File: src/shared/slot_map.svh
// Constants for the TDMA slot budget and relay configuration block
`ifndef SLOT_MAP_SVH
`define SLOT_MAP_SVH

// ----------------------------------------------------------------------
// Roles and identifiers
// ----------------------------------------------------------------------
`define ROLE_BASE 8'h01
`define ROLE_ROUTER 8'h02
`define NET_ID_NONE 8'hFF

// ----------------------------------------------------------------------
// Slot and buffer limits in bytes, and slot count limits
// ----------------------------------------------------------------------
`define DL_MAX_ONE_SLOT 8'h69
`define DL_STEP_PER_SLOT 8'h03
`define HDR_BYTES 8'h09
`define DL_BUF_MAX 8'h72
`define UL_MAX 8'h6D
`define UL_BUF_MAX 8'h76
`define SLOTS_MIN 4'h1
`define SLOTS_MAX 4'h8

// ----------------------------------------------------------------------
// Hop timing terms in microseconds
// ----------------------------------------------------------------------
`define BYTE_COST_US 18'h00050
`define SLOT_COST_US 18'h00988
`define FIXED_COST_US 18'h00CD0
`define HOP_STEP_US 18'h001F4
`define HOP_ROUND_ADD_US 18'h001F3

// ----------------------------------------------------------------------
// Reset values
// ----------------------------------------------------------------------
`define DL_SIZE_RST 8'h28
`define SLOTS_RST 4'h3
`define HOP_US_RST 17'h04E20
`define UL_SIZE_RST 8'h19

`endif

File: src/shared/slot_pkg.sv
// Types shared by the slot budget block
package slot_pkg;

  // Network-wide hop configuration, as loaded or as adopted from the base
  typedef struct packed {
    logic [7:0] dl_size;
    logic [3:0] slot_count;
    logic [16:0] hop_us;
  } cfg_t;

  // Uplink size calculation sequence
  typedef enum logic [2:0] {
    CALC_IDLE = 3'b001,
    CALC_ROUND = 3'b010,
    CALC_UPLINK = 3'b100
  } calc_state_t;

endpackage

File: src/design/tdma_slot_budget.sv
// Slot budget, message packing, parent linking and slot leases of a node
`timescale 1ns/1ns
`default_nettype none
`include "slot_map.svh"
module tdma_slot_budget #(
  parameter int MAX_CHILDREN = 8
) (
  input wire logic SYS_CLK_I,
  input wire logic RSTN_I,
  input wire logic [7:0] NODE_ROLE_SELECT_I,
  input wire logic RELAY_ENABLE_I,
  input wire logic [7:0] PARENT_NETWORK_ID_I,
  input wire logic [7:0] BACKUP_PARENT_NETWORK_ID_I,
  input wire logic CFG_LOAD_I,
  input wire slot_pkg::cfg_t CFG_I,
  input wire logic BEACON_VALID_I,
  input wire slot_pkg::cfg_t BEACON_CFG_I,
  input wire logic CAND_VALID_I,
  input wire logic [7:0] CAND_NET_ID_I,
  input wire logic CAND_IS_CHILD_I,
  input wire logic PARENT_LOST_I,
  input wire logic HOP_START_I,
  input wire logic [7:0] QUEUED_COUNT_I,
  input wire logic [7:0] MESSAGES_PER_HOP_LIMIT_I,
  input wire logic MSG_VALID_I,
  input wire logic [7:0] MSG_LEN_I,
  input wire logic [7:0] SLOT_RESERVATION_HOPS_I,
  input wire logic [MAX_CHILDREN-1:0] SLOT_ACTIVITY_I,
  output var slot_pkg::cfg_t ACTIVE_CFG_O,
  output logic [7:0] UPLINK_SLOT_SIZE_O,
  output logic [7:0] DL_BUFFER_SIZE_O,
  output logic [7:0] UL_BUFFER_SIZE_O,
  output logic CALC_BUSY_O,
  output logic IS_ROUTER_O,
  output logic RELAY_ACTIVE_O,
  output logic AUTO_PARENT_O,
  output logic BACKUP_ENABLED_O,
  output logic LINKED_O,
  output logic [7:0] PARENT_ID_O,
  output logic MSG_ADMIT_O,
  output logic MSG_DEFER_O,
  output logic MSG_DROP_O,
  output logic [7:0] MSGS_IN_HOP_O,
  output logic [MAX_CHILDREN-1:0] SLOT_RESERVED_O
);

  // ----------------------------------------------------------------------
  // Parameter check
  // ----------------------------------------------------------------------
  if (MAX_CHILDREN != 8) begin : g_bad_children
    $error("slot lease logic serves exactly eight child slots");
  end

  // ----------------------------------------------------------------------
  // Role and topology decode
  // ----------------------------------------------------------------------
  wire is_base, is_router, auto_parent, backup_en;
  assign is_base = (NODE_ROLE_SELECT_I == `ROLE_BASE);
  assign is_router = (NODE_ROLE_SELECT_I == `ROLE_ROUTER);
  assign auto_parent = (PARENT_NETWORK_ID_I == `NET_ID_NONE);
  assign backup_en = (BACKUP_PARENT_NETWORK_ID_I != `NET_ID_NONE);

  // ----------------------------------------------------------------------
  // Configuration source and sanitising
  // ----------------------------------------------------------------------
  // Only the base takes a local load; the rest follow the base's beacon
  wire load_cfg;
  slot_pkg::cfg_t src_cfg;
  wire [3:0] slots_clamped, slots_m1;
  wire [7:0] dl_ceiling, dl_clamped;
  assign load_cfg = is_base ? CFG_LOAD_I : BEACON_VALID_I;
  assign src_cfg = is_base ? CFG_I : BEACON_CFG_I;
  assign slots_clamped = (src_cfg.slot_count < `SLOTS_MIN) ? `SLOTS_MIN :
                         (src_cfg.slot_count > `SLOTS_MAX) ? `SLOTS_MAX :
                         src_cfg.slot_count;
  assign slots_m1 = slots_clamped - 4'h1;
  assign dl_ceiling = `DL_MAX_ONE_SLOT -
                      (`DL_STEP_PER_SLOT * {4'h0, slots_m1});
  assign dl_clamped = (src_cfg.dl_size > dl_ceiling) ? dl_ceiling :
                      src_cfg.dl_size;

  slot_pkg::cfg_t cfg_reg, cfg_next;
  assign cfg_next = '{dl_size: dl_clamped, slot_count: slots_clamped,
                      hop_us: src_cfg.hop_us};

  // ----------------------------------------------------------------------
  // Uplink slot size calculation
  // ----------------------------------------------------------------------
  slot_pkg::calc_state_t state_reg, state_next;
  logic [7:0] ul_size_reg;
  wire div_done, div_start, in_round, in_uplink;
  wire [17:0] div_q, div_dividend, div_divisor, round_dividend;
  wire [17:0] hop_eff_now, fixed_us, budget_us, per_byte_us;
  wire [7:0] ul_capped;

  assign in_round = (state_reg == slot_pkg::CALC_ROUND);
  assign in_uplink = (state_reg == slot_pkg::CALC_UPLINK);
  // Adding 499 before dividing by 500 rounds the hop time upward
  assign round_dividend = {1'b0, cfg_next.hop_us} + `HOP_ROUND_ADD_US;
  assign hop_eff_now = div_q * `HOP_STEP_US;
  // Everything in the hop except the uplink payload bytes
  assign fixed_us = (`BYTE_COST_US * {10'h000, cfg_reg.dl_size}) +
                    `FIXED_COST_US +
                    (`SLOT_COST_US * {14'h0000, cfg_reg.slot_count});
  // A hop too short for the fixed part leaves no uplink payload at all
  assign budget_us = (hop_eff_now > fixed_us) ?
                     hop_eff_now - fixed_us : 18'h00000;
  assign per_byte_us = `BYTE_COST_US * {14'h0000, cfg_reg.slot_count};
  assign div_start = load_cfg | (in_round & div_done);
  assign div_dividend = load_cfg ? round_dividend : budget_us;
  assign div_divisor = load_cfg ? `HOP_STEP_US : per_byte_us;
  assign ul_capped = (div_q > {10'h000, `UL_MAX}) ? `UL_MAX :
                     div_q[7:0];

  // A new load restarts the sequence even mid-calculation
  always_comb begin
    state_next = state_reg;
    if (load_cfg) begin
      state_next = slot_pkg::CALC_ROUND;
    end else begin
      unique case (state_reg)
        slot_pkg::CALC_IDLE: state_next = slot_pkg::CALC_IDLE;
        slot_pkg::CALC_ROUND: begin
          if (div_done) begin
            state_next = slot_pkg::CALC_UPLINK;
          end
        end
        slot_pkg::CALC_UPLINK: begin
          if (div_done) begin
            state_next = slot_pkg::CALC_IDLE;
          end
        end
        default: state_next = slot_pkg::CALC_IDLE;
      endcase
    end
  end

  slot_divider #(.W(18)) u_div (
    .clk_i(SYS_CLK_I),
    .rstn_i(RSTN_I),
    .start_i(div_start),
    .dividend_i(div_dividend),
    .divisor_i(div_divisor),
    .done_o(div_done),
    .quotient_o(div_q)
  );

  // Configuration and calculation results; defaults give a 25-byte uplink
  always_ff @(posedge SYS_CLK_I or negedge RSTN_I) begin
    if (!RSTN_I) begin
      cfg_reg <= '{dl_size: `DL_SIZE_RST, slot_count: `SLOTS_RST,
                   hop_us: `HOP_US_RST};
      ul_size_reg <= `UL_SIZE_RST;
      state_reg <= slot_pkg::CALC_IDLE;
    end else begin
      state_reg <= state_next;
      if (load_cfg) begin
        cfg_reg <= cfg_next;
      end
      if (in_uplink & div_done & !load_cfg) begin
        ul_size_reg <= ul_capped;
      end
    end
  end

  // ----------------------------------------------------------------------
  // Buffer sizes and status outputs
  // ----------------------------------------------------------------------
  wire [7:0] dl_buf_raw, ul_buf_raw;
  wire [7:0] dl_buf, ul_buf;
  assign dl_buf_raw = cfg_reg.dl_size + `HDR_BYTES;
  assign ul_buf_raw = ul_size_reg + `HDR_BYTES;
  assign dl_buf = (dl_buf_raw > `DL_BUF_MAX) ? `DL_BUF_MAX :
                  dl_buf_raw;
  assign ul_buf = (ul_buf_raw > `UL_BUF_MAX) ? `UL_BUF_MAX :
                  ul_buf_raw;

  always_ff @(posedge SYS_CLK_I or negedge RSTN_I) begin
    if (!RSTN_I) begin
      ACTIVE_CFG_O <= '{dl_size: `DL_SIZE_RST, slot_count: `SLOTS_RST,
                        hop_us: `HOP_US_RST};
      UPLINK_SLOT_SIZE_O <= `UL_SIZE_RST;
      DL_BUFFER_SIZE_O <= `DL_SIZE_RST + `HDR_BYTES;
      UL_BUFFER_SIZE_O <= `UL_SIZE_RST + `HDR_BYTES;
      CALC_BUSY_O <= 1'b0;
      IS_ROUTER_O <= 1'b0;
      RELAY_ACTIVE_O <= 1'b0;
      AUTO_PARENT_O <= 1'b0;
      BACKUP_ENABLED_O <= 1'b0;
    end else begin
      ACTIVE_CFG_O <= cfg_reg;
      UPLINK_SLOT_SIZE_O <= ul_size_reg;
      DL_BUFFER_SIZE_O <= dl_buf;
      UL_BUFFER_SIZE_O <= ul_buf;
      CALC_BUSY_O <= (state_next != slot_pkg::CALC_IDLE);
      IS_ROUTER_O <= is_router;
      // Relaying needs the enable even in routers
      RELAY_ACTIVE_O <= is_router & RELAY_ENABLE_I;
      AUTO_PARENT_O <= auto_parent & !is_base;
      BACKUP_ENABLED_O <= backup_en & !auto_parent & !is_base;
    end
  end

  // ----------------------------------------------------------------------
  // Parent linking
  // ----------------------------------------------------------------------
  logic on_backup_reg;
  wire primary_match, backup_match, accept;
  assign primary_match = (CAND_NET_ID_I == PARENT_NETWORK_ID_I);
  assign backup_match = on_backup_reg &
                        (CAND_NET_ID_I == BACKUP_PARENT_NETWORK_ID_I);
  // Our own child routers are never taken as parent
  assign accept = !is_base & CAND_VALID_I & !LINKED_O & !CAND_IS_CHILD_I &
                  (auto_parent | primary_match | backup_match);

  // Loss beats a candidate seen in the same cycle
  always_ff @(posedge SYS_CLK_I or negedge RSTN_I) begin
    if (!RSTN_I) begin
      LINKED_O <= 1'b0;
      PARENT_ID_O <= `NET_ID_NONE;
      on_backup_reg <= 1'b0;
    end else if (PARENT_LOST_I | is_base) begin
      LINKED_O <= 1'b0;
      on_backup_reg <= !auto_parent & backup_en & !is_base;
    end else if (accept) begin
      LINKED_O <= 1'b1;
      PARENT_ID_O <= CAND_NET_ID_I;
      if (primary_match) begin
        on_backup_reg <= 1'b0;
      end
    end
  end

  // ----------------------------------------------------------------------
  // Message packing per hop
  // ----------------------------------------------------------------------
  logic [8:0] remain_reg;
  logic [7:0] eligible_reg;
  wire [7:0] own_buf;
  wire [8:0] msg_cost;
  wire fits_whole, fits_now, room;
  assign own_buf = is_base ? dl_buf : ul_buf;
  assign msg_cost = {1'b0, MSG_LEN_I} + {1'b0, `HDR_BYTES};
  // A message that can never fit is dropped rather than split
  assign fits_whole = (msg_cost <= {1'b0, own_buf});
  assign fits_now = (msg_cost <= remain_reg);
  assign room = (MSGS_IN_HOP_O < MESSAGES_PER_HOP_LIMIT_I) &
                (MSGS_IN_HOP_O < eligible_reg);

  // A message offered in the hop-start cycle waits for the next hop
  always_ff @(posedge SYS_CLK_I or negedge RSTN_I) begin
    if (!RSTN_I) begin
      remain_reg <= 9'h000;
      eligible_reg <= 8'h00;
      MSGS_IN_HOP_O <= 8'h00;
      MSG_ADMIT_O <= 1'b0;
      MSG_DEFER_O <= 1'b0;
      MSG_DROP_O <= 1'b0;
    end else if (HOP_START_I) begin
      remain_reg <= {1'b0, own_buf};
      eligible_reg <= QUEUED_COUNT_I;
      MSGS_IN_HOP_O <= 8'h00;
      MSG_ADMIT_O <= 1'b0;
      MSG_DEFER_O <= MSG_VALID_I;
      MSG_DROP_O <= 1'b0;
    end else begin
      MSG_ADMIT_O <= MSG_VALID_I & fits_whole & fits_now & room;
      MSG_DEFER_O <= MSG_VALID_I & fits_whole & !(fits_now & room);
      MSG_DROP_O <= MSG_VALID_I & !fits_whole;
      if (MSG_VALID_I & fits_whole & fits_now & room) begin
        remain_reg <= remain_reg - msg_cost;
        MSGS_IN_HOP_O <= MSGS_IN_HOP_O + 8'h01;
      end
    end
  end

  // ----------------------------------------------------------------------
  // Slot leases, one per child slot
  // ----------------------------------------------------------------------
  genvar gi;
  for (gi = 0; gi < MAX_CHILDREN; gi++) begin : g_lease
    logic [7:0] gap_reg;
    wire slot_used;
    wire [7:0] gap_next;
    assign slot_used = is_base & (4'(gi) < cfg_reg.slot_count);
    assign gap_next = gap_reg + 8'h01;
    // Activity wins over a hop boundary in the same cycle
    always_ff @(posedge SYS_CLK_I or negedge RSTN_I) begin
      if (!RSTN_I) begin
        gap_reg <= 8'h00;
        SLOT_RESERVED_O[gi] <= 1'b0;
      end else if (!slot_used) begin
        gap_reg <= 8'h00;
        SLOT_RESERVED_O[gi] <= 1'b0;
      end else if (SLOT_ACTIVITY_I[gi]) begin
        gap_reg <= 8'h00;
        SLOT_RESERVED_O[gi] <= 1'b1;
      end else if (HOP_START_I & SLOT_RESERVED_O[gi]) begin
        gap_reg <= gap_next;
        if (gap_next >= SLOT_RESERVATION_HOPS_I) begin
          SLOT_RESERVED_O[gi] <= 1'b0;
        end
      end
    end
  end
endmodule
`default_nettype wire

File: src/design/slot_divider.sv
// Iterative restoring divider used for hop rounding and uplink sizing
`timescale 1ns/1ns
`default_nettype none
module slot_divider #(
  parameter int W = 18
) (
  input wire logic clk_i,
  input wire logic rstn_i,
  input wire logic start_i,
  input wire logic [W-1:0] dividend_i,
  input wire logic [W-1:0] divisor_i,
  output logic done_o,
  output logic [W-1:0] quotient_o
);

  localparam int CW = $clog2(W + 1);

  // ----------------------------------------------------------------------
  // Parameter check
  // ----------------------------------------------------------------------
  if (W < 2) begin : g_bad_width
    $error("slot_divider needs W of at least 2");
  end

  logic [W-1:0] rem_reg;
  logic [W-1:0] quo_reg;
  logic [W-1:0] div_reg;
  logic [CW-1:0] cnt_reg;
  logic done_reg;
  logic [W-1:0] shifted;
  logic take;

  // One quotient bit per cycle; a new start simply restarts
  assign shifted = {rem_reg[W-2:0], quo_reg[W-1]};
  assign take = (shifted >= div_reg);

  always_ff @(posedge clk_i or negedge rstn_i) begin
    if (!rstn_i) begin
      rem_reg <= '0;
      quo_reg <= '0;
      div_reg <= '0;
      cnt_reg <= '0;
      done_reg <= 1'b0;
    end else if (start_i) begin
      rem_reg <= '0;
      quo_reg <= dividend_i;
      div_reg <= divisor_i;
      cnt_reg <= CW'(W);
      done_reg <= 1'b0;
    end else if (cnt_reg != '0) begin
      rem_reg <= take ? shifted - div_reg : shifted;
      quo_reg <= {quo_reg[W-2:0], take};
      cnt_reg <= cnt_reg - 1'b1;
      done_reg <= (cnt_reg == CW'(1));
    end else begin
      done_reg <= 1'b0;
    end
  end

  assign done_o = done_reg;
  assign quotient_o = quo_reg;

endmodule
`default_nettype wire

File: config.mk
export PLATFORM = sky130hd
export DESIGN_NAME = tdma_slot_budget
export DESIGN_NICKNAME = d
export VERILOG_FILES = /design/src/shared/slot_pkg.sv /design/src/design/tdma_slot_budget.sv /design/src/design/slot_divider.sv
export VERILOG_INCLUDE_DIRS = /design/src /design/src/shared
export SDC_FILE = /design/constraint.sdc
export NUM_CORES = 1
export LEC_CHECK = 0
export ABC_CLOCK_PERIOD_IN_PS = 6940
export BUFFER_PORTS_ARGS = -buffer_cell sky130_fd_sc_hd__buf_2
export CORE_MARGIN = 2
export CORE_UTILIZATION = 53
export DETAILED_ROUTE_END_ITERATION = 16
export GPL_TIMING_DRIVEN = 0
export HOLD_SLACK_MARGIN = 0.05
export MAX_ROUTING_LAYER = met4
export PLACE_DENSITY = 0.71
export SETUP_SLACK_MARGIN = 0.15
export SYNTH_ARGS = -nofsm -noshare
export SYNTH_HDL_FRONTEND = slang
export SYNTH_SLANG_ARGS = --single-unit
File: constraint.sdc
create_clock -name SYS_CLK_I -period 6.94 [get_ports SYS_CLK_I]
set_clock_uncertainty 0.05 [all_clocks]
set_input_delay 0.347 -clock SYS_CLK_I [delete_from_list [all_inputs] [get_ports SYS_CLK_I]]
set_output_delay 0.347 -clock SYS_CLK_I [all_outputs]
set_load 0.05 [all_outputs]
==> summary.txt <==
Finish
  – Layout Utilization: 0.622
  – FILL cells: 3102
  – Diodes inserted: 0
  – Most frequent cells in the layout: 239 x ha_1, 234 x buf_2, 219 x dfrtp_1
  – Layout Area Growth over Synthesis: 16.3%
  – Max reg flops: 64
  – Final nets: 2837
  – Share of layout cells above drive strength 1: 0.157
  – Finished Cell Area: 0.0226 mm^2
  – Commonest non-fill, non-tap cell in the layout: ha_1

Clock tree
  – Clock Path Buffers: 3
  – Clk_lat worst skew: 600 ps
  – Root buf cell: clkbuf_16
  – CTS H-tree lvls: 1
  – TritonCTS clock tree: done
  – CTS Sinks: 257
  – Reg clk slew, reported paths: 60 ps
  – Number of CTS-inserted buffers: 30

Pwr
  – LEAKAGE: 10.9 nW
  – VDD IR max: 0.00112 V
  – Ratio of total power to cell area: 561 mW/mm^2

Setup path
  – R2R setup slack: 510 ps
  – Worst setup path endpoint: u_div.quotient_o[4]
  – Worst Setup SP: u_div.quotient_o[2]
  – Reg2Reg Depth: 23
  – Setup crit end kind: flop
  – Worst flop-to-flop path startpoint: u_div.quotient_o[2]
  – R2r endpoint: u_div.quotient_o[4]
  – Critical Path AT: 6820 ps
  – Critical path class: flop to flop
  – Startpoint types: flop
  – Worst endpoint required time: 7320 ps
  – Critical path fanouts, max: 10

Logic synthesis
  – Area fraction in compound gates after synthesis: 0.131
  – Seq/Total Area, Yosys: 0.333
  – Synth Warn #: 0
  – Mux share of post-synthesis cell area: 0.0321
  – Synth Area in Adders: 0.200
  – Ys flop type: dfrtp_1
  – Largest family of logic cells by synthesized area: adder cells
  – Flops & latches, synth: 257
  – Xor-xnor portion of the synthesized cell area: 0.0991
  – Synth cell types: 78
  – Simple-Gate Fraction of Synth Area: 0.155
  – FFs w/ async S/R, synth: 1.00
  – Syn_area_per_cell: 9.18 um^2
  – Mapped cell area: 0.0194 mm^2
  – Cell count after synthesis: 2117
  – Post-synth EDFFs: 0

Routing
  – DR DRC count: 0
  – Drt initial violations: 940
  – Post-DR wirelength/cell: 18.4 um
  – Via Count: 16.3k
  – DRT antenna net count: 0
  – Vias per cell: 5.61
  – Pre-antenna DRT Iters: 5
  – Drt total wl: 53.6 mm

Floorplanning
  – Die area: 0.0382 mm^2
  – Row cnt: 70
  – # IOs: 226
  – Die H: 196 um
  – Core area: 0.0363 mm^2
  – Initial Util: 0.535
  – Die X-Extent: 196 um

Global routing
  – Largest net degree at the start of global routing: 120
  – GRT Total Usage: 0.292
  – Total gr overflow: 0
  – First-pass GRT wire length: 86.0 mm
  – Vias in the first global route: 16.8k
  – Initial antenna violation count: 0

Timing
  – Final Hold Fails: 0
  – Slew HR: 0.129
  – Min cycle time layout: 6430 ps
  – RSZ-0062 raised after global routing: no
  – TNS Setup: 0 ps
  – Final Slew Violations: 0
  – Max Clk Rate: 0.155 GHz
  – Tcrit/Tclk final: 0.927
  – Worst Tran Pin Value: 1270 ps
  – Setup violators final: 0

Run status
  – Status: finished, final reports clean

Placement
  – RD Place Congestion: 0.944
  – Post-DP HPWL: 41.2 mm
  – Placed inst area: 0.0212 mm^2
  – Port-buffer cells: 224

Worst hold path
  – Worst hold-check path type: input pin to flop

Flow run
  – Max-cap violations: 0
-- cell families after synthesis --
| kind of cell | after synthesis |
|---|---|
| mux | 60 |
| other cells | 2 |
| compound gates | 413 |
| simple gates | 640 |
| fa+ha+maj | 284 |
| flops | 257 |
| xor+xnor | 220 |
| buf+inv | 241 |
-- final cells by class --
cell class | count | area (um^2) | share of cell area
Timing Repair Buffer | 262 | 1550 | 0.0684
Multi-Input combinational cell | 1621 | 12000 | 0.532
Sequential cell | 257 | 6480 | 0.286
Tap cell | 468 | 586 | 0.0259
Clock buffer | 39 | 825 | 0.0365
Clock inverter | 17 | 209 | 0.00924
Inverter | 188 | 706 | 0.0312
Buffer | 53 | 243 | 0.0107
-- per-layer routing --
layer  part of all wire  up-vias  track usage  wire, um
met5                  0        -            -         0
met4              0.036        0        0.113      1930
met3              0.064      105       0.0489      3440
met2               0.48      501        0.488     25700
met1               0.42     7850        0.354     22500
li1                   -     7846            -         -
-- per-stage QoR --
| stage | hold WS, ps | worst slack, ps | total power, mW | instances |
|---|---|---|---|---|
| floorplan | 1.41 | 1340 | 8.72 | 2119 |
| global placement | 307 | 601 | 10.6 | 2811 |
| detailed placement | 167 | 518 | 10.8 | 2813 |
| CTS | 56.9 | 492 | 12.6 | 2905 |
| global route | 85.7 | 173 | 13.7 | 2905 |
| finish | 93.1 | 506 | 12.7 | 2905 |
-- worst max-delay path: stages (launching register included) --
cell      delay (ps)
dfrtp_1          550
inv_1            210
fa_1             600
fa_1             470
fa_1             500
fa_1             520
inv_1             40
ha_1             330
or2_2            300
a21oi_1          150
a21oi_1           80
a21o_1           230
a21o_1           170
a21oi_1          170
xnor2_1          190
ha_1             310
a21o_1           220
a211oi_1         180
a21oi_1          120
nor2_1           140
o21ai_0          110
nand3_1          220
buf_2            300
o221ai_1         130
-- cell usage after synthesis, types with 21 or more instances --
cell,instances,share of area
a21o_1,38,0.015
a21oi_1,144,0.037
a31oi_1,21,0.0068
clkbuf_1,27,0.0052
dfrtp_1,219,0.28
dfstp_2,38,0.051
fa_1,45,0.046
ha_1,239,0.15
inv_1,188,0.036
mux2i_1,44,0.023
nand2_1,173,0.033
nand2b_1,24,0.0077
nand3_1,78,0.020
nand4_1,22,0.0071
nor2_1,204,0.039
nor2b_1,23,0.0074
nor3_1,36,0.0093
o21ai_0,101,0.026
xnor2_1,138,0.062
xor2_1,82,0.037
-- report_power, final --
group          switching [mW]  internal, mW
logic                    5.39          3.81
registers               0.168          1.67
clock network           0.677         0.957
total                    6.24          6.44
-- timing repair --
item                                    in CTS  in global routing
hold endpoints to repair                   257                  0
endpoints found under the setup margin       0                  0
resized for setup                            0                  0
hold buffers                                36                  0
setup buffers                                0                  0
-- worst min-delay path by stage --
stage	start	end	slack (ps)	depth (start not counted)
floorplan	RSTN_I	ACTIVE_CFG_O[0]	1	0
global placement	cfg_reg[9]	ACTIVE_CFG_O[9]	310	0
detailed placement	RSTN_I	remain_reg[5]	170	1
CTS	NODE_ROLE_SELECT_I[0]	IS_ROUTER_O	60	2
global route	NODE_ROLE_SELECT_I[0]	IS_ROUTER_O	90	2
finish	PARENT_NETWORK_ID_I[1]	AUTO_PARENT_O	90	4
No activity file was read; power rests on OpenSTA's default activity.
